--- src/adc_ctrl_pkg.sv ---
// shared constants and types for the converter control block
package adc_ctrl_pkg;
    // register indices; the bus byte address is four times the index
    localparam logic [7:0] RESULT_IDX     = 8'h10;
    localparam logic [7:0] STATCTL_IDX    = 8'h11;
    localparam logic [7:0] IRQ_STAT_IDX   = 8'h12;
    localparam logic [7:0] IRQ_CLR_IDX    = 8'h13;
    localparam logic [7:0] IRQ_EN_IDX     = 8'h14;
    localparam logic [7:0] ANALOG_IDX     = 8'h15;
    // status/control field positions
    localparam int DONE_BIT  = 7;
    localparam int RCSEL_BIT = 6;
    localparam int PWR_BIT   = 5;
    localparam int CH_LSB    = 0;
    localparam logic [7:0] STATCTL_RESET = 8'h00;
    // timing counts in conversion clock cycles
    localparam int CONV_CYCLES   = 32;
    localparam int SAMPLE_CYCLES = 12;
    localparam logic [5:0] CONV_LAST   = 6'(CONV_CYCLES - 1);
    localparam logic [5:0] SAMPLE_LAST = 6'(SAMPLE_CYCLES - 1);
    // multiplexer codes
    localparam logic [2:0] CH_UPPER_REF = 3'h4;
    localparam logic [2:0] CH_MID_REF   = 3'h5;
    localparam logic [2:0] CH_LOWER_REF = 3'h6;
    localparam logic [2:0] CH_FACTORY   = 3'h7;

    typedef enum logic [1:0] {
        CLK_OFF,
        CLK_CPU,
        CLK_RC_WARM,
        CLK_RC
    } clk_mode_e;

    typedef struct packed {
        logic       done;
        logic       rc_sel;
        logic       power_on;
        logic [2:0] channel;
    } statctl_s;
endpackage

--- src/sar_adc_control.sv ---
// control and status logic for an 8-bit successive-approximation converter
// Contract
// - one conversion lasts 32 cycles of the selected conversion clock.
// - on completion set done flag, load result, start next conversion immediately.
// - done flag cleared by result read, status/control write, or reset.
// - clock-select and power bits decode to off, cpu, rc warm-up, rc clock.
// - rc results cross to bus clock, at most one per bus cycle.
// - power bit enables converter; reset clears it.
// - channel codes 0-3 external, 4 upper, 5 mid, 6 lower ref, 7 test.
// - result register read-only, loaded from sar when flag sets.
// - converter keeps working normally during wait.
// - stop aborts any conversion and halts the converter.
// - sampling switch closed for first 12 cycles of each conversion.
// - any status/control write aborts, clears flag, restarts on new channel.
// - reset clears clock-select and power bits.
//
// The implementer's own choice: the AXI4-Lite interface to the registers.
`timescale 1ns/10ps
`default_nettype none
module sar_adc_control
    import adc_ctrl_pkg::*;
(
    input  wire logic        CLOCK,
    input  wire logic        SYS_RST,
    input  wire logic        RC_CLK_TICK,
    input  wire logic        WAIT_MODE,
    input  wire logic        STOP_MODE,
    input  wire logic        COMP_OUT,
    output logic             RC_OSC_ENABLE,
    output logic             SAMPLE_SWITCH,
    output logic [7:0]       DAC_CODE,
    output logic [6:0]       MUX_SELECT,
    output logic             IRQ,
    input  wire logic [31:0] S_AXI_AWADDR,
    input  wire logic        S_AXI_AWVALID,
    output logic             S_AXI_AWREADY,
    input  wire logic [31:0] S_AXI_WDATA,
    input  wire logic [3:0]  S_AXI_WSTRB,
    input  wire logic        S_AXI_WVALID,
    output logic             S_AXI_WREADY,
    output logic [1:0]       S_AXI_BRESP,
    output logic             S_AXI_BVALID,
    input  wire logic        S_AXI_BREADY,
    input  wire logic [31:0] S_AXI_ARADDR,
    input  wire logic        S_AXI_ARVALID,
    output logic             S_AXI_ARREADY,
    output logic [31:0]      S_AXI_RDATA,
    output logic [1:0]       S_AXI_RRESP,
    output logic             S_AXI_RVALID,
    input  wire logic        S_AXI_RREADY
);

// ==========================================================
// input synchronisers
    logic [1:0] rc_sync_reg;
    logic [1:0] stop_sync_reg;
    logic [1:0] wait_sync_reg;
    logic       rc_last_reg;
    always_ff @(posedge CLOCK or posedge SYS_RST) begin
        if (SYS_RST) begin
            rc_sync_reg   <= 2'h0;
            stop_sync_reg <= 2'h0;
            wait_sync_reg <= 2'h0;
            rc_last_reg   <= 1'b0;
        end else begin
            rc_sync_reg   <= {rc_sync_reg[0], RC_CLK_TICK};
            stop_sync_reg <= {stop_sync_reg[0], STOP_MODE};
            wait_sync_reg <= {wait_sync_reg[0], WAIT_MODE};
            rc_last_reg   <= rc_sync_reg[1];
        end
    end
    // one rc edge per bus cycle at most, so results land on the bus clock
    logic rc_edge;
    assign rc_edge = rc_sync_reg[1] & ~rc_last_reg;

// ==========================================================
// axi4-lite slave
    logic        aw_hold_reg;
    logic        w_hold_reg;
    logic [7:0]  aw_addr_reg;
    logic [31:0] w_data_reg;
    logic [3:0]  w_strb_reg;
    logic        wr_fire;
    logic        rd_fire;
    logic [7:0]  rd_addr;
    assign S_AXI_AWREADY = ~aw_hold_reg & ~S_AXI_BVALID;
    assign S_AXI_WREADY  = ~w_hold_reg & ~S_AXI_BVALID;
    assign S_AXI_ARREADY = ~S_AXI_RVALID;
    assign wr_fire = aw_hold_reg & w_hold_reg;
    assign rd_fire = S_AXI_ARVALID & S_AXI_ARREADY;
    assign rd_addr = S_AXI_ARADDR[9:2];
    always_ff @(posedge CLOCK or posedge SYS_RST) begin
        if (SYS_RST) begin
            aw_hold_reg  <= 1'b0;
            w_hold_reg   <= 1'b0;
            aw_addr_reg  <= 8'h00;
            w_data_reg   <= 32'h0;
            w_strb_reg   <= 4'h0;
            S_AXI_BVALID <= 1'b0;
        end else begin
            if (S_AXI_AWVALID && S_AXI_AWREADY) begin
                aw_hold_reg <= 1'b1;
                aw_addr_reg <= S_AXI_AWADDR[9:2];
            end
            if (S_AXI_WVALID && S_AXI_WREADY) begin
                w_hold_reg <= 1'b1;
                w_data_reg <= S_AXI_WDATA;
                w_strb_reg <= S_AXI_WSTRB;
            end
            if (wr_fire) begin
                aw_hold_reg  <= 1'b0;
                w_hold_reg   <= 1'b0;
                S_AXI_BVALID <= 1'b1;
            end else if (S_AXI_BREADY) begin
                S_AXI_BVALID <= 1'b0;
            end
        end
    end
    assign S_AXI_BRESP = 2'h0;
    assign S_AXI_RRESP = 2'h0;

    logic wr_ctl;
    logic wr_clr;
    logic wr_en;
    logic rd_result;
    // only byte lane 0 carries register data
    assign wr_ctl    = wr_fire && aw_addr_reg == STATCTL_IDX && w_strb_reg[0];
    assign wr_clr    = wr_fire && aw_addr_reg == IRQ_CLR_IDX && w_strb_reg[0];
    assign wr_en     = wr_fire && aw_addr_reg == IRQ_EN_IDX && w_strb_reg[0];
    assign rd_result = rd_fire && rd_addr == RESULT_IDX;

// ==========================================================
// status/control register
    statctl_s   ctl_reg;
    clk_mode_e  mode;
    logic       run;
    logic       conv_done;
    always_comb begin
        unique case ({ctl_reg.rc_sel, ctl_reg.power_on})
            2'b00: mode = CLK_OFF;
            2'b01: mode = CLK_CPU;
            2'b10: mode = CLK_RC_WARM;
            2'b11: mode = CLK_RC;
        endcase
    end
    // wait mode is deliberately not an input to run
    assign run = ctl_reg.power_on & ~stop_sync_reg[1];
    assign RC_OSC_ENABLE = ctl_reg.rc_sel & ~stop_sync_reg[1];

    always_ff @(posedge CLOCK or posedge SYS_RST) begin
        if (SYS_RST) begin
            ctl_reg.done     <= STATCTL_RESET[DONE_BIT];
            ctl_reg.rc_sel   <= STATCTL_RESET[RCSEL_BIT];
            ctl_reg.power_on <= STATCTL_RESET[PWR_BIT];
            ctl_reg.channel  <= STATCTL_RESET[CH_LSB +: 3];
        end else begin
            if (wr_ctl) begin
                ctl_reg.rc_sel   <= w_data_reg[RCSEL_BIT];
                ctl_reg.power_on <= w_data_reg[PWR_BIT];
                ctl_reg.channel  <= w_data_reg[CH_LSB +: 3];
            end
            // write wins over completion since it restarts the conversion;
            // completion wins over a result read so a fresh result is never lost
            if (wr_ctl) begin
                ctl_reg.done <= 1'b0;
            end else if (conv_done) begin
                ctl_reg.done <= 1'b1;
            end else if (rd_result) begin
                ctl_reg.done <= 1'b0;
            end
        end
    end

// ==========================================================
// successive-approximation sequencer
    logic [5:0] cyc_reg;
    logic [7:0] sar_reg;
    logic [7:0] result_reg;
    logic       tick;
    assign tick = (mode == CLK_RC) ? rc_edge : 1'b1;
    assign conv_done = run && tick && cyc_reg == CONV_LAST && !wr_ctl;
    assign SAMPLE_SWITCH = run && cyc_reg <= SAMPLE_LAST;
    assign DAC_CODE = sar_reg;
    always_ff @(posedge CLOCK or posedge SYS_RST) begin
        if (SYS_RST) begin
            cyc_reg <= 6'h0;
            sar_reg <= 8'h80;
        end else if (!run || wr_ctl) begin
            cyc_reg <= 6'h0;
            sar_reg <= 8'h80;
        end else if (tick) begin
            if (cyc_reg == CONV_LAST) begin
                cyc_reg <= 6'h0;
                sar_reg <= 8'h80;
            end else begin
                cyc_reg <= cyc_reg + 6'h1;
                // bits resolve one per cycle after the sample phase; the comparator
                // answers our own dac code, so two sync flops would break the budget
                if (cyc_reg > SAMPLE_LAST && cyc_reg <= SAMPLE_LAST + 6'd8) begin
                    automatic logic [2:0] b = 3'(6'd7 - (cyc_reg - SAMPLE_LAST - 6'd1));
                    sar_reg[b] <= COMP_OUT;
                    if (b != 3'd0) begin
                        sar_reg[b - 3'd1] <= 1'b1;
                    end
                end
            end
        end
    end
    // result keeps no reset value; it is only defined once a conversion ends
    always_ff @(posedge CLOCK) begin
        if (conv_done) begin
            result_reg <= sar_reg;
        end
    end

    always_comb begin
        MUX_SELECT = 7'h0;
        // the factory test code connects no input
        if (SAMPLE_SWITCH && ctl_reg.channel != CH_FACTORY) begin
            MUX_SELECT = 7'h1 << ctl_reg.channel;
        end
    end

// ==========================================================
// interrupt status, clear and enable
    logic irq_stat_reg;
    logic irq_en_reg;
    always_ff @(posedge CLOCK or posedge SYS_RST) begin
        if (SYS_RST) begin
            irq_stat_reg <= 1'b0;
            irq_en_reg   <= 1'b0;
        end else begin
            if (conv_done) begin
                irq_stat_reg <= 1'b1;
            end else if (wr_clr && w_data_reg[0]) begin
                irq_stat_reg <= 1'b0;
            end
            if (wr_en) begin
                irq_en_reg <= w_data_reg[0];
            end
        end
    end
    assign IRQ = irq_stat_reg & irq_en_reg;

// ==========================================================
// read channel
    always_ff @(posedge CLOCK or posedge SYS_RST) begin
        if (SYS_RST) begin
            S_AXI_RVALID <= 1'b0;
            S_AXI_RDATA  <= 32'h0;
        end else if (rd_fire) begin
            S_AXI_RVALID <= 1'b1;
            unique case (rd_addr)
                RESULT_IDX:   S_AXI_RDATA <= {24'h0, result_reg};
                STATCTL_IDX:  S_AXI_RDATA <= {24'h0, ctl_reg.done, ctl_reg.rc_sel,
                                              ctl_reg.power_on, 2'b00, ctl_reg.channel};
                IRQ_STAT_IDX: S_AXI_RDATA <= {31'h0, irq_stat_reg};
                IRQ_EN_IDX:   S_AXI_RDATA <= {31'h0, irq_en_reg};
                ANALOG_IDX:   S_AXI_RDATA <= {26'h0, wait_sync_reg[1], mode == CLK_RC,
                                              SAMPLE_SWITCH, cyc_reg == 6'h0, run, tick};
                default:      S_AXI_RDATA <= 32'h0;
            endcase
        end else if (S_AXI_RREADY) begin
            S_AXI_RVALID <= 1'b0;
        end
    end

// ==========================================================
// checks
    a_conv_period: assert property (@(posedge CLOCK) disable iff (SYS_RST)
        conv_done |-> $past(cyc_reg) == CONV_LAST - 6'd1 || mode == CLK_RC)
        else $error("conversion length wrong");
    a_done_sets: assert property (@(posedge CLOCK) disable iff (SYS_RST)
        conv_done |=> ctl_reg.done && cyc_reg == 6'h0)
        else $error("done flag not set or no restart");
    a_done_clears: assert property (@(posedge CLOCK) disable iff (SYS_RST)
        (wr_ctl || (rd_result && !conv_done)) |=> !ctl_reg.done)
        else $error("done flag not cleared");
    a_rc_gated: assert property (@(posedge CLOCK) disable iff (SYS_RST)
        (mode == CLK_RC && run && !rc_edge && !wr_ctl) |=> $stable(cyc_reg))
        else $error("rc mode advanced without rc edge");
    a_power_off: assert property (@(posedge CLOCK) disable iff (SYS_RST)
        (!ctl_reg.power_on && !wr_ctl) |=> cyc_reg == 6'h0 && !SAMPLE_SWITCH)
        else $error("converter active while off");
    a_result_load: assert property (@(posedge CLOCK) disable iff (SYS_RST)
        conv_done |=> result_reg == $past(sar_reg))
        else $error("result not loaded from sar");
    a_stop_abort: assert property (@(posedge CLOCK) disable iff (SYS_RST)
        stop_sync_reg[1] |=> cyc_reg == 6'h0 && !ctl_reg.done || $past(ctl_reg.done))
        else $error("conversion continued in stop");
    a_sample_span: assert property (@(posedge CLOCK) disable iff (SYS_RST)
        (run && cyc_reg == SAMPLE_LAST + 6'd1) |-> !SAMPLE_SWITCH)
        else $error("sample switch closed too long");
    a_write_restart: assert property (@(posedge CLOCK) disable iff (SYS_RST)
        wr_ctl |=> cyc_reg == 6'h0 && !ctl_reg.done)
        else $error("write did not restart conversion");
    a_mux_onehot: assert property (@(posedge CLOCK) disable iff (SYS_RST)
        (SAMPLE_SWITCH && ctl_reg.channel != CH_FACTORY)
            |-> MUX_SELECT == 7'h1 << ctl_reg.channel)
        else $error("channel select not one-hot");
    a_mux_idle: assert property (@(posedge CLOCK) disable iff (SYS_RST)
        !SAMPLE_SWITCH |-> MUX_SELECT == 7'h0)
        else $error("input connected outside sampling");
    a_stop_quiet: assert property (@(posedge CLOCK) disable iff (SYS_RST)
        stop_sync_reg[1] |-> !RC_OSC_ENABLE && !conv_done && !SAMPLE_SWITCH)
        else $error("converter active in stop");
endmodule
`default_nettype wire

--- config.mk ---
export PLATFORM = sky130hd
export DESIGN_NAME = sar_adc_control
export DESIGN_NICKNAME = d
export VERILOG_FILES = /design/src/adc_ctrl_pkg.sv /design/src/sar_adc_control.sv
export SDC_FILE = /design/constraint.sdc
export NUM_CORES = 1
export LEC_CHECK = 0
export BUFFER_PORTS_ARGS = -buffer_cell sky130_fd_sc_hd__buf_2
export CAP_MARGIN = 5
export CELL_PAD_IN_SITES_DETAIL_PLACEMENT = 0
export CELL_PAD_IN_SITES_GLOBAL_PLACEMENT = 1
export CORE_MARGIN = 5
export CORE_UTILIZATION = 36
export DETAILED_ROUTE_END_ITERATION = 8
export PLACE_DENSITY_LB_ADDON = 0.25
export REMOVE_ABC_BUFFERS = 1
export SLEW_MARGIN = 10
export SYNTH_ARGS = -nofsm -noshare
export SYNTH_HDL_FRONTEND = slang
export SYNTH_SLANG_ARGS = --single-unit
export TNS_END_PERCENT = 100
--- constraint.sdc ---
create_clock -name CLOCK -period 3.6 [get_ports CLOCK]
set_clock_uncertainty 0.15 [all_clocks]
set_input_delay 0 -clock CLOCK [delete_from_list [all_inputs] [get_ports CLOCK]]
set_output_delay 0 -clock CLOCK [all_outputs]
set_load 0.005 [all_outputs]
## After elaboration in Yosys (flattened, before gate mapping)

Index checks and enable logic that the tools add are counted.

| storage, ports and cells | value |
|---|---|
| flip-flop bits (word level) | 89 |
| latch bits | 0 |
| RAM bits | 0 |
| memory bits (read-only) | 0 |
| input port bits | 111 |
| output and inout port bits | 59 |
| logic and storage cells | 126 |
| memories | 0 |

| cells by class | value |
|---|---|
| $add $sub $neg | 5 |
| multipliers | 0 |
| div/mod/pow operators | 0 |
| order comparisons | 7 |
| eq/ne operators | 14 |
| shift-type cells | 1 |
| muxes and demuxes | 30 |
| bitwise operators | 15 |
| reduce and logical (&&, ||, !) cells | 33 |

Operator list:

| cell | number |
|---|---|
| 8-bit by 5-bit == test with 1-bit output (second input constant) | 8 |
| 8-bit 2-to-1 mux | 5 |
| 8-bit one-hot mux with 5 select lines | 1 |
| 1-bit logical AND | 18 |
| 6-bit 2-to-1 mux | 3 |
| 1-bit 2-to-1 mux | 16 |
| 2-bit nonzero test | 6 |
| 3-bit nonzero test | 3 |
| 1-bit AND | 8 |
| 8-bit bitwise mux | 1 |
| 3-bit by 4-bit less-than comparator with 1-bit output (second input constant) | 2 |
| 8-bit bitwise OR | 1 |
| 2-bit one-hot mux with 4 select lines | 1 |
| 7-bit 2-to-1 mux | 1 |
| 1-bit by 3-bit left shift with 7-bit output (first input constant) | 1 |
| 6-bit by 1-bit adder with 6-bit output (second input constant) | 1 |
| 1-bit demux with 3-bit select | 2 |
| 2-bit == test (second input constant) | 3 |
| 6-bit by 5-bit == test with 1-bit output (second input constant) | 1 |
| 3-bit by 1-bit >= comparator with 1-bit output (second input constant) | 2 |
| 6-bit by 4-bit greater-than comparator with 1-bit output (second input constant) | 1 |
| 6-bit by 4-bit <= comparator with 1-bit output (second input constant) | 1 |
| 6-bit by 5-bit <= comparator with 1-bit output (second input constant) | 1 |
| 6-bit zero test | 1 |
| 10 further kinds | 17 |

## Logic depth before layout (Yosys ltp)

Gate-level depths: netlist of run 1.

| logic depth | value |
|---|---|
| depth in word-level cells | 14 |
| gate-level depth with buffers | 7 |
| depth with buffers taken out | 7 |

## Worst setup path before layout of run 1

OpenSTA, ideal clock, no wires.

| timing path | value |
|---|---|
| path kind | register -> register |
| start | register aw_addr_reg[7] |
| end | register result_reg[0], enable pin |
| arrival | 1.700 ns |
| setup slack | 1.478 ns |
| stages on the path, launching flop included | 8 |
| buffers on the path | 2 |
| cells stage by stage | dfrtp_1 > nor4b_2 > nand4_2 > nor4b_4 > nand2b_1 > buf_6 > buf_8 > nor2_1 |

| between the ends | value |
|---|---|
| cells in the longest elaborated chain, start to end | 5 |

Ends and longest elaborated chain:

| item | line | source |
|---|---|---|
| from (decl) | sar_adc_control.sv:80 | `logic [7:0] aw_addr_reg;` |
| from (signal assigned) | sar_adc_control.sv:103 | `aw_addr_reg <= S_AXI_AWADDR[9:2];` |
| 8-bit by 5-bit == test with 1-bit output | sar_adc_control.sv:127 | `assign wr_ctl = wr_fire && aw_addr_reg == STATCTL_IDX && w_strb_reg[0];` |
| 1-bit logical AND (2 in a row) | sar_adc_control.sv:127 |  |
| 1-bit zero test | sar_adc_control.sv:181 | `assign conv_done = run && tick && cyc_reg == CONV_LAST && !wr_ctl;` |
| 1-bit logical AND | sar_adc_control.sv:181 |  |
| named net conv_done | sar_adc_control.sv:137 | `logic conv_done;` |
| to (signal assigned) | sar_adc_control.sv:212 | `result_reg <= sar_reg;` |
| to (decl) | sar_adc_control.sv:178 | `logic [7:0] result_reg;` |

The timed path passes the listed nets, and every way through them passes these cells.
A chain may end at the register's enable or synchronous reset.

## Worst setup path in the final report of run 1

| timing path | value |
|---|---|
| start | register cyc_reg[0] |
| end | register sar_reg[7], in the netlist DAC_CODE[7] |

| between the ends | value |
|---|---|
| cells in the longest elaborated chain, start to end | 14 |
| elaborated cells between the ends (all ways) | 28 |
| those cells by class | add/sub (4); order compare (6); eq/ne (1); mux (10); bitwise (1); reduce/logical (6) |

Ends and longest elaborated chain:

| item | line | source |
|---|---|---|
| from (decl) | sar_adc_control.sv:176 | `logic [5:0] cyc_reg;` |
| from (signal assigned) | sar_adc_control.sv:196 | `cyc_reg <= cyc_reg + 6'h1;` |
| 3-bit by 2-bit subtractor with 3-bit output | sar_adc_control.sv:200 | `automatic logic [2:0] b = 3'(6'd7 - (cyc_reg - SAMPLE_LAST - 6'd1));` |
| 3-bit by 1-bit subtractor with 3-bit output | sar_adc_control.sv:200 |  |
| 3-bit subtractor | sar_adc_control.sv:200 |  |
| 3-bit by 1-bit subtractor with 3-bit output (tied with other cells) | sar_adc_control.sv:203 | `sar_reg[b - 3'd1] <= 1'b1;` |
| 3-bit by 4-bit less-than comparator with 1-bit output (implied by the code) (tied with other cells) | sar_adc_control.sv:203 |  |
| 1-bit logical AND (implied by the code) / 1-bit 2-to-1 mux (equally long branches) | sar_adc_control.sv:203, sar_adc_control.sv:201 |  |
| 1-bit 2-to-1 mux (implied by the code) / 1-bit demux with 3-bit select (equally long branches) | sar_adc_control.sv:203, sar_adc_control.sv:201 |  |
| 1-bit demux with 3-bit select / 8-bit bitwise mux (equally long branches) | sar_adc_control.sv:203, sar_adc_control.sv:201 |  |
| 8-bit bitwise OR (no line) | -- |  |
| 8-bit 2-to-1 mux | sar_adc_control.sv:202 | `if (b != 3'd0) begin` |
| 8-bit 2-to-1 mux | sar_adc_control.sv:199 | `if (cyc_reg > SAMPLE_LAST && cyc_reg <= SAMPLE_LAST + 6'd8) begin` |
| 8-bit 2-to-1 mux | sar_adc_control.sv:192 | `if (cyc_reg == CONV_LAST) begin` |
| 8-bit 2-to-1 mux | sar_adc_control.sv:191 | `end else if (tick) begin` |
| 8-bit 2-to-1 mux | sar_adc_control.sv:188 | `end else if (!run \|\| wr_ctl) begin` |
| to (signal assigned) | sar_adc_control.sv:190 | `sar_reg <= 8'h80;` |
| to (signal assigned) | sar_adc_control.sv:194 | `sar_reg <= 8'h80;` |
| to (signal, indexed assignment) | sar_adc_control.sv:201 | `sar_reg[b] <= COMP_OUT;` |
| to (decl) | sar_adc_control.sv:177 | `logic [7:0] sar_reg;` |

Parallel ways exist; a longest one is shown, timed or not. The select of a mux whose other input is x is not followed.

==> tab_implementation.tex, run 1 <==
\begin{tabular}{lr}
\hline
Metric & Value \\
\hline
\multicolumn{2}{l}{\textbf{Outcome}} \\
Result of the run & finished, final reports clean \\
\multicolumn{2}{l}{\textbf{Pwr}} \\
Worst vdd ir & around 0.25 mV \\
Leakage & 1.86 nW \\
Net Sw Frac & 0.263 \\
Clock power frac & 0.363 \\
Final Power & 1.93 mW \\
Reported net switching power & slightly above 0.5 mW \\
P\_int & roughly 1.4 mW \\
Power Dens Cells & 479 nW/um\^{}2 \\
Part of the total power dissipated in combinational logic & 0.159 \\
Seq pwr share & 0.478 \\
\multicolumn{2}{l}{\textbf{Yosys}} \\
Share of the synthesized area in the top cell type & 0.420 \\
Most repeated cell in the gate-level netlist after synthesis & dfrtp\_1 \\
Simple-gate share of the synthesized area & 0.172 \\
Share of the synthesized netlist area taken by xor and xnor gates & 0.00272 \\
Dominant register cell in the synthesized netlist & dfrtp\_1 \\
Summed instance area of the synthesized netlist & 3220 um\^{}2 \\
Area leader, netlist & dfrtp\_1 \\
Mean instance size in the synthesized netlist & 10.6 um\^{}2 \\
Yosys warnings & 0 \\
Synth Register Bits & 63 \\
Number of distinct library cell variants in the gate-level netlist after synthesis & 51 \\
Number of flops mapped to enable cells by yosys & 8 \\
Post-Syn Instances & 305 \\
Portion of the post-synthesis area used by sequential elements & 0.503 \\
Ys async rst share & 0.873 \\
Multiplexer area fraction after synthesis & 0.0824 \\
Adder-cell area share of the yosys netlist & 0.0117 \\
Most frequent cells after synthesis & dfrtp\_1 (54), buf\_4 (28), nor2\_1 (28) \\
Post-synthesis compound-gate area fraction & 0.130 \\
Synth area leaders & dfrtp\_1 (42\%), edfxtp\_1 (7.5\%), mux2\_2 (7.0\%), buf\_4 (6.5\%), nor2\_1 (3.3\%) \\
Dominant combinational cell family by area after synthesis & simple AND/OR/NAND/NOR gates \\
\multicolumn{2}{l}{\textbf{CTS}} \\
Hold bufs inserted after CTS & 27 \\
\# clock sinks & 63 \\
CTS clk-pin slew, worst paths & 70 ps \\
CTS-repair resized insts & 0 \\
CTS Buf Count & 9 \\
Max Buffers Root-to-Sink & 2 \\
Skew-Pair Late Insertion Delay & approximately 330 ps \\
TritonCTS clock tree & yes \\
Number of buffers inserted by post-CTS setup repair & 0 \\
CTS H-tree lvls & 3 \\
Clock root buffer master & clkbuf\_8 \\
\multicolumn{2}{l}{\textbf{Drt}} \\
Vias post-DR & 2,557 \\
Average detailed-routed wire length per instance & between 10 and 15 um \\
Remaining design rule violation count & 0 \\
Antenna Nets Post-Route & 0 \\
Final routed wirelength across all metal layers & 7530 um \\
Post-detailed-route via-to-cell ratio & around 5 \\
Pre-antenna DRT Iters & 4 \\
DR iter-0 viols & about 130 \\
\multicolumn{2}{l}{\textbf{Floorplanning}} \\
Die Ht & 105 um \\
DIE AREA & 10,900 um\^{}2 \\
Core ar. & 8720 um\^{}2 \\
Num rows & 34 \\
Horizontal die dimension & 105 um \\
IO Count & 170 \\
Initial Utilization & 0.369 \\
\multicolumn{2}{l}{\textbf{Worst hold path}} \\
Hold Path Class & in2reg \\
\multicolumn{2}{l}{\textbf{Critical path}} \\
Nature of the critical path endpoint & flop \\
Data arrival time of the worst path & 2730 ps \\
Endpoint required time on the critical path & approximately 3700 ps \\
Path type of the worst setup path & reg2reg \\
Maximum fanout count along the critical path & 16 \\
Startpoint class of the critical path & flop \\
\multicolumn{2}{l}{\textbf{Final layout}} \\
Antenna fix cells & 0 \\
Number of non-filler instances in the completed layout & 510 \\
Final \#Nets & roughly 510 \\
Synthesis-to-layout area growth & 24.9\% \\
Filler instances & 869 \\
Fraction of layout cells with a size suffix above 1 & 0.279 \\
\multicolumn{2}{l}{\textbf{Place}} \\
Placer's final routability congestion estimate & roughly 0.78 \\
DP Wirelength & 5310 um \\
IO buf count & 63 \\
Number of placed instances, taps included & roughly 470 \\
\multicolumn{2}{l}{\textbf{GRT}} \\
Vias in the first global route & about 2,500 \\
Initial antenna violation count & 0 \\
First-pass GRT wire length & 12,500 um \\
Tot GR Track Use & 0.140 \\
Maximum number of pins on one net before global-route repair & 34 \\
GRT overflow & 0 \\
\multicolumn{2}{l}{\textbf{STA}} \\
Achievable clock frequency & 383 MHz \\
Final slew viol count & 0 \\
Worst hold margin & 44.2 ps \\
Shortest period the worst path allows & 2610 ps \\
RSZ-0062 raised after global routing & no \\
Number of hold-slack violations in the final timing report & 0 \\
Setup violators final & 0 \\
Total negative slack & 0 ps \\
Post-route fraction of the period consumed by the critical path & 0.725 \\
Actual transition at the worst max-transition pin & 671 ps \\
Relative slew slack & 0.553 \\
\multicolumn{2}{l}{\textbf{Flow run}} \\
Count of max-cap constraint violations & 0 \\
\hline
\end{tabular}
stage by stage:
step	instance area, um^2	utilization	setup WS [ps]
after CTS	4020	0.461	981
after floorplan	3050	-	1330
final	4020	0.461	990
after detailed placement	3520	0.404	1040
after global placement	3520	0.404	1010
after global routing	4020	0.461	712
kinds of logic after synthesis:
logic type	count (synthesis)
flip-flops	63
other	1
AO/OA/AOI/OAI	62
multiplexers	24
XOR/XNOR	1
buffers and inverters	50
AND/OR/NAND/NOR	101
adder cells (fa/ha/maj)	3
final cells by class:
type	count	area [um^2]	share of cell area
Sequential cell	63	1620	0.402
Multi-Input combinational cell	219	1390	0.346
Timing Repair Buffer	93	608	0.151
Clock buffer	10	138	0.0342
Tap cell	108	135	0.0336
Clock inverter	6	91.3	0.0227
Inverter	11	41.3	0.0103
metal layers:
layer | vias to the layer above | part of all wire | GRT usage
met1 | 1240 | 0.44 | 0.187
met5 | - | 0 | 0
met2 | 91 | 0.46 | 0.221
met3 | 8 | 0.078 | 0.0358
li1 | 1218 | - | -
met4 | 0 | 0.014 | 0.0500
critical path: stages (launching register included):
cell	delay, ps
dfrtp_1	650
ha_1	350
nor2b_1	270
o21ai_0	140
a211oi_2	550
o311ai_1	200
a21o_2	230
power by group through the flow:
stage / sequential, mW / combinational (mW) / clock (mW)
detailed placement: 0.936 / 0.290 / 0
finish: 0.921 / 0.306 / 0.700
global route: 0.939 / 0.343 / 0.752
global placement: 0.932 / 0.285 / 0
floorplan: 0.910 / 0.211 / 0
CTS: 0.922 / 0.311 / 0.720
layout by cell type, fill, tap and decap left out, types with 2 or more instances in the layout:
cell | synthesis | layout
buf_4 | 28 | 3
and2_1 | 4 | 4
mux2_2 | 20 | 20
a21o_1 | 5 | 5
inv_1 | 11 | 10
a22oi_1 | 2 | 2
a32oi_1 | 6 | 6
or3_1 | 2 | 2
dlygate4sd3_1 | 0 | 27
clkbuf_8 | 0 | 10
clkinv_4 | 0 | 2
a21oi_1 | 13 | 13
a22o_1 | 4 | 4
nand4_1 | 4 | 4
mux2i_1 | 4 | 4
o21ai_0 | 18 | 18
edfxtp_1 | 8 | 8
conb_1 | 1 | 28
nand2_1 | 21 | 21
dfrtp_1 | 54 | 54
bufinv_16 | 0 | 2
o22ai_1 | 2 | 2
nand3b_1 | 3 | 3
buf_2 | 1 | 63
ha_1 | 3 | 3
nor2_1 | 28 | 28
nor2b_1 | 6 | 6
nand2b_1 | 7 | 7
nand3_1 | 7 | 7
a221o_1 | 2 | 2
nor3_1 | 9 | 9
o311ai_0 | 2 | 2
worst paths after layout:
path | from | to | slack, ps | depth (start not counted)
worst max register to register | cyc_reg[0]$_DFFE_PP0P_ | DAC_CODE[7]$_DFFE_PP1P_ | 990 | 6
max in group asynchronous | SYS_RST | DAC_CODE[7]$_DFFE_PP1P_ | 2330 | 4
worst min register to register | rc_sync_reg[0]$_DFF_PP0_ | rc_sync_reg[1]$_DFF_PP0_ | 200 | 0
worst max-delay path | cyc_reg[0]$_DFFE_PP0P_ | DAC_CODE[7]$_DFFE_PP1P_ | 990 | 6
min in group asynchronous | SYS_RST | aw_addr_reg[5]$_DFFE_PP0P_ | 140 | 3
worst min-delay path | S_AXI_WVALID | w_hold_reg$_DFFE_PP0P_ | 40 | 3
No activity file was read; power rests on OpenSTA's default activity.
==> inputs of run 2 (changes only) <==
ABC_AREA = 1   (was unset)
CORE_UTILIZATION = 32   (was 36)
clock period = 2.5 ns   (was 3.6 ns; I/O delays follow)
==> run 2 against run 1 <==
Register-to-register slack got worse by 340 ps. Global-route usage decreased by 0.39 points. Critical endpoint is now S_AXI_RDATA[7]$_DFFE_PP0P_. Hold slack got worse by 43 ps. Combinational power increased by 48%. Flip-flop and latch count unchanged. Highest routed layer unchanged. Synthesized area increased by 4.4%. Power increased by 46%. Clock power increased by 54%. Final area increased by 6.3%. First-iteration DRC count decreased by 2.3%. Sequential share of layout area decreased by 2.4 points.
==> tab_implementation.tex, run 2 <==
\begin{tabular}{lr}
\hline
Metric & Value \\
\hline
\multicolumn{2}{l}{\textbf{Yosys}} \\
Mean instance size in the synthesized netlist & 8.47 um\^{}2 \\
Synth area leaders & dfrtp\_1 (40\%), nand2\_1 (9.9\%), edfxtp\_1 (7.1\%), buf\_4 (6.5\%), nand3\_1 (6.0\%) \\
Most frequent cells after synthesis & nand2\_1 (89), dfrtp\_1 (54), inv\_1 (42) \\
Synth Register Bits & 63 \\
Number of distinct library cell variants in the gate-level netlist after synthesis & 36 \\
Dominant register cell in the synthesized netlist & dfrtp\_1 \\
Summed instance area of the synthesized netlist & 3360 um\^{}2 \\
Most repeated cell in the gate-level netlist after synthesis & nand2\_1 \\
Ys async rst share & 0.873 \\
Area leader, netlist & dfrtp\_1 \\
Portion of the post-synthesis area used by sequential elements & 0.481 \\
Post-Syn Instances & 397 \\
Yosys warnings & 0 \\
Number of flops mapped to enable cells by yosys & 8 \\
Share of the synthesized area in the top cell type & 0.402 \\
\multicolumn{2}{l}{\textbf{Place}} \\
Placer's final routability congestion estimate & $\sim$0.77 \\
Number of placed instances, taps included & 594 \\
DP Wirelength & approximately 6000 um \\
IO buf count & 63 \\
\multicolumn{2}{l}{\textbf{Outcome}} \\
Result of the run & finished, final reports clean \\
\multicolumn{2}{l}{\textbf{Final layout}} \\
Antenna fix cells & 0 \\
Synthesis-to-layout area growth & 27.2\% \\
Filler instances & roughly 1,100 \\
Number of non-filler instances in the completed layout & 639 \\
Final \#Nets & 612 \\
Area used by multi-input combinational logic & 1430 um\^{}2 \\
Commonest non-fill, non-tap cell in the layout & nand2\_1 \\
Most frequent cells in the layout & nand2\_1 (89), buf\_2 (63), dfrtp\_1 (54) \\
Fraction of layout cells with a size suffix above 1 & 0.217 \\
FF+latch area & 1620 um\^{}2 \\
\multicolumn{2}{l}{\textbf{GRT}} \\
Vias in the first global route & approximately 2,900 \\
Tot GR Track Use & 0.136 \\
GRT overflow & 0 \\
Maximum number of pins on one net before global-route repair & 33 \\
Initial antenna violation count & 0 \\
Grt met2 use & 0.215 \\
Layer with the highest usage & met2 \\
GR met1 Demand/Resource & 0.177 \\
Global routing met3 resource utilization & 0.0410 \\
First-pass GRT wire length & 14,100 um \\
\multicolumn{2}{l}{\textbf{Drt}} \\
Vias post-DR & 2,896 \\
Final routed wirelength across all metal layers & $\sim$8400 um \\
DR iter-0 viols & approximately 130 \\
Antenna Nets Post-Route & 0 \\
Average detailed-routed wire length per instance & 13.2 um \\
Remaining design rule violation count & 0 \\
Pre-antenna DRT Iters & 4 \\
Post-detailed-route via-to-cell ratio & 4.53 \\
\multicolumn{2}{l}{\textbf{STA}} \\
Setup violators final & 0 \\
Number of hold-slack violations in the final timing report & 0 \\
Worst hold margin & approximately 1.1 ps \\
Final slew viol count & 0 \\
Shortest period the worst path allows & 2340 ps \\
Relative slew slack & 0.619 \\
RSZ-0062 raised after global routing & no \\
Total negative slack & 0 ps \\
Achievable clock frequency & 427 MHz \\
Actual transition at the worst max-transition pin & between 500 and 600 ps \\
Post-route fraction of the period consumed by the critical path & 0.936 \\
\multicolumn{2}{l}{\textbf{Pwr}} \\
Power Dens Cells & between 600 and 700 nW/um\^{}2 \\
Leakage & between 2 and 2.5 nW \\
Worst vdd ir & 0.278 mV \\
Final Power & 2.82 mW \\
\multicolumn{2}{l}{\textbf{Floorplanning}} \\
Core ar. & 10,300 um\^{}2 \\
Die Ht & 112 um \\
Initial Utilization & 0.327 \\
Horizontal die dimension & roughly 110 um \\
IO Count & 170 \\
Num rows & 37 \\
DIE AREA & 12,700 um\^{}2 \\
\multicolumn{2}{l}{\textbf{CTS}} \\
CTS H-tree lvls & 3 \\
Skew-Pair Late Insertion Delay & 340 ps \\
Number of buffers inserted by post-CTS setup repair & 0 \\
CTS Buf Count & 9 \\
Max Buffers Root-to-Sink & 2 \\
TritonCTS clock tree & yes \\
\# clock sinks & 63 \\
CTS clk-pin slew, worst paths & $\sim$70 ps \\
Clock root buffer master & clkbuf\_8 \\
\multicolumn{2}{l}{\textbf{Critical path}} \\
Slack of the worst reg-to-reg path & 650 ps \\
Data arrival time of the worst path & 2470 ps \\
Endpoint required time on the critical path & 2630 ps \\
Maximum fanout count along the critical path & 5 \\
Startpoint class of the critical path & input port \\
Path type of the worst setup path & in2reg \\
Nature of the critical path endpoint & flop \\
\multicolumn{2}{l}{\textbf{Worst hold path}} \\
Hold Path Class & in2reg \\
\multicolumn{2}{l}{\textbf{Flow run}} \\
Count of max-cap constraint violations & 0 \\
\hline
\end{tabular}
run 2: timing repair:
action	4_1_cts	5_1_grt
hold buffers	29	0
setup endpoints to repair	0	1
gates resized for setup	0	1
endpoints found under the hold margin	62	0
run 2: cell families (layout without fill, tap and decap cells):
logic type	Yosys count	after routing	share of synthesized area
xor gates and xnor gates	3	3	0.00782
adders and majority gates	3	3	0.0112
other	1	28	0.00112
muxes	8	8	0.0264
AOI/OAI and AO/OA	39	39	0.0633
buffers and inverters	79	158	0.127
DFF	63	63	0.481
and+or+nand+nor	201	201	0.282
run 2: worst paths after layout:
| check | from | to | cells past startpoint |
|---|---|---|---|
| setup / recovery | S_AXI_ARADDR[4] | S_AXI_RDATA[7]$_DFFE_PP0P_ | 9 |
| hold / removal | S_AXI_ARADDR[6] | S_AXI_RDATA[6]$_DFFE_PP0P_ | 5 |
| setup reg to reg | cyc_reg[0]$_DFFE_PP0P_ | DAC_CODE[7]$_DFFE_PP1P_ | 8 |
| hold reg to reg | rc_sync_reg[0]$_DFF_PP0_ | rc_sync_reg[1]$_DFF_PP0_ | 0 |
| max in group asynchronous | SYS_RST | ctl_reg[5]$_DFFE_PP0P_ | 4 |
| min in group asynchronous | SYS_RST | w_data_reg[5]$_DFFE_PP0P_ | 3 |
run 2: worst max-delay path: stages:
cell	delay, ps
dlygate4sd3_1	530
buf_2	130
nor2_1	130
dlygate4sd3_1	610
inv_1	80
nor3_4	250
dlygate4sd3_1	590
nand3_1	60
nand3_1	70
run 2: through the flow:
stage | area, um^2 | utilization | worst slack (ps)
floorplan | 3210 | - | 630
global placement | 3740 | 0.364 | 658
detailed placement | 3740 | 0.364 | 637
CTS | 4270 | 0.415 | 135
global route | 4270 | 0.416 | 5.08
finish | 4270 | 0.416 | 160
run 2: area by class of cell:
type	count	share of cell area
flip-flops and latches	63	0.379
multi-input cells	282	0.333
repair buffers	96	0.152
inverters	46	0.0410
well taps	136	0.0398
clock buffers	11	0.0307
clock inverters	5	0.0249
run 2: routing by layer:
layer,share of wire,up-vias
li1,-,1445
met1,0.46,1354
met2,0.45,79
met3,0.063,18
met4,0.020,0
met5,0,-
run 2: where the power goes:
group | leakage [nW] | internal [mW] | switching [mW]
Clock | 0.114 | 0.665 | 0.411
Combinational | 1.25 | 0.208 | 0.244
Sequential | 0.758 | 1.19 | 0.106
Total | 2.12 | 2.06 | 0.761
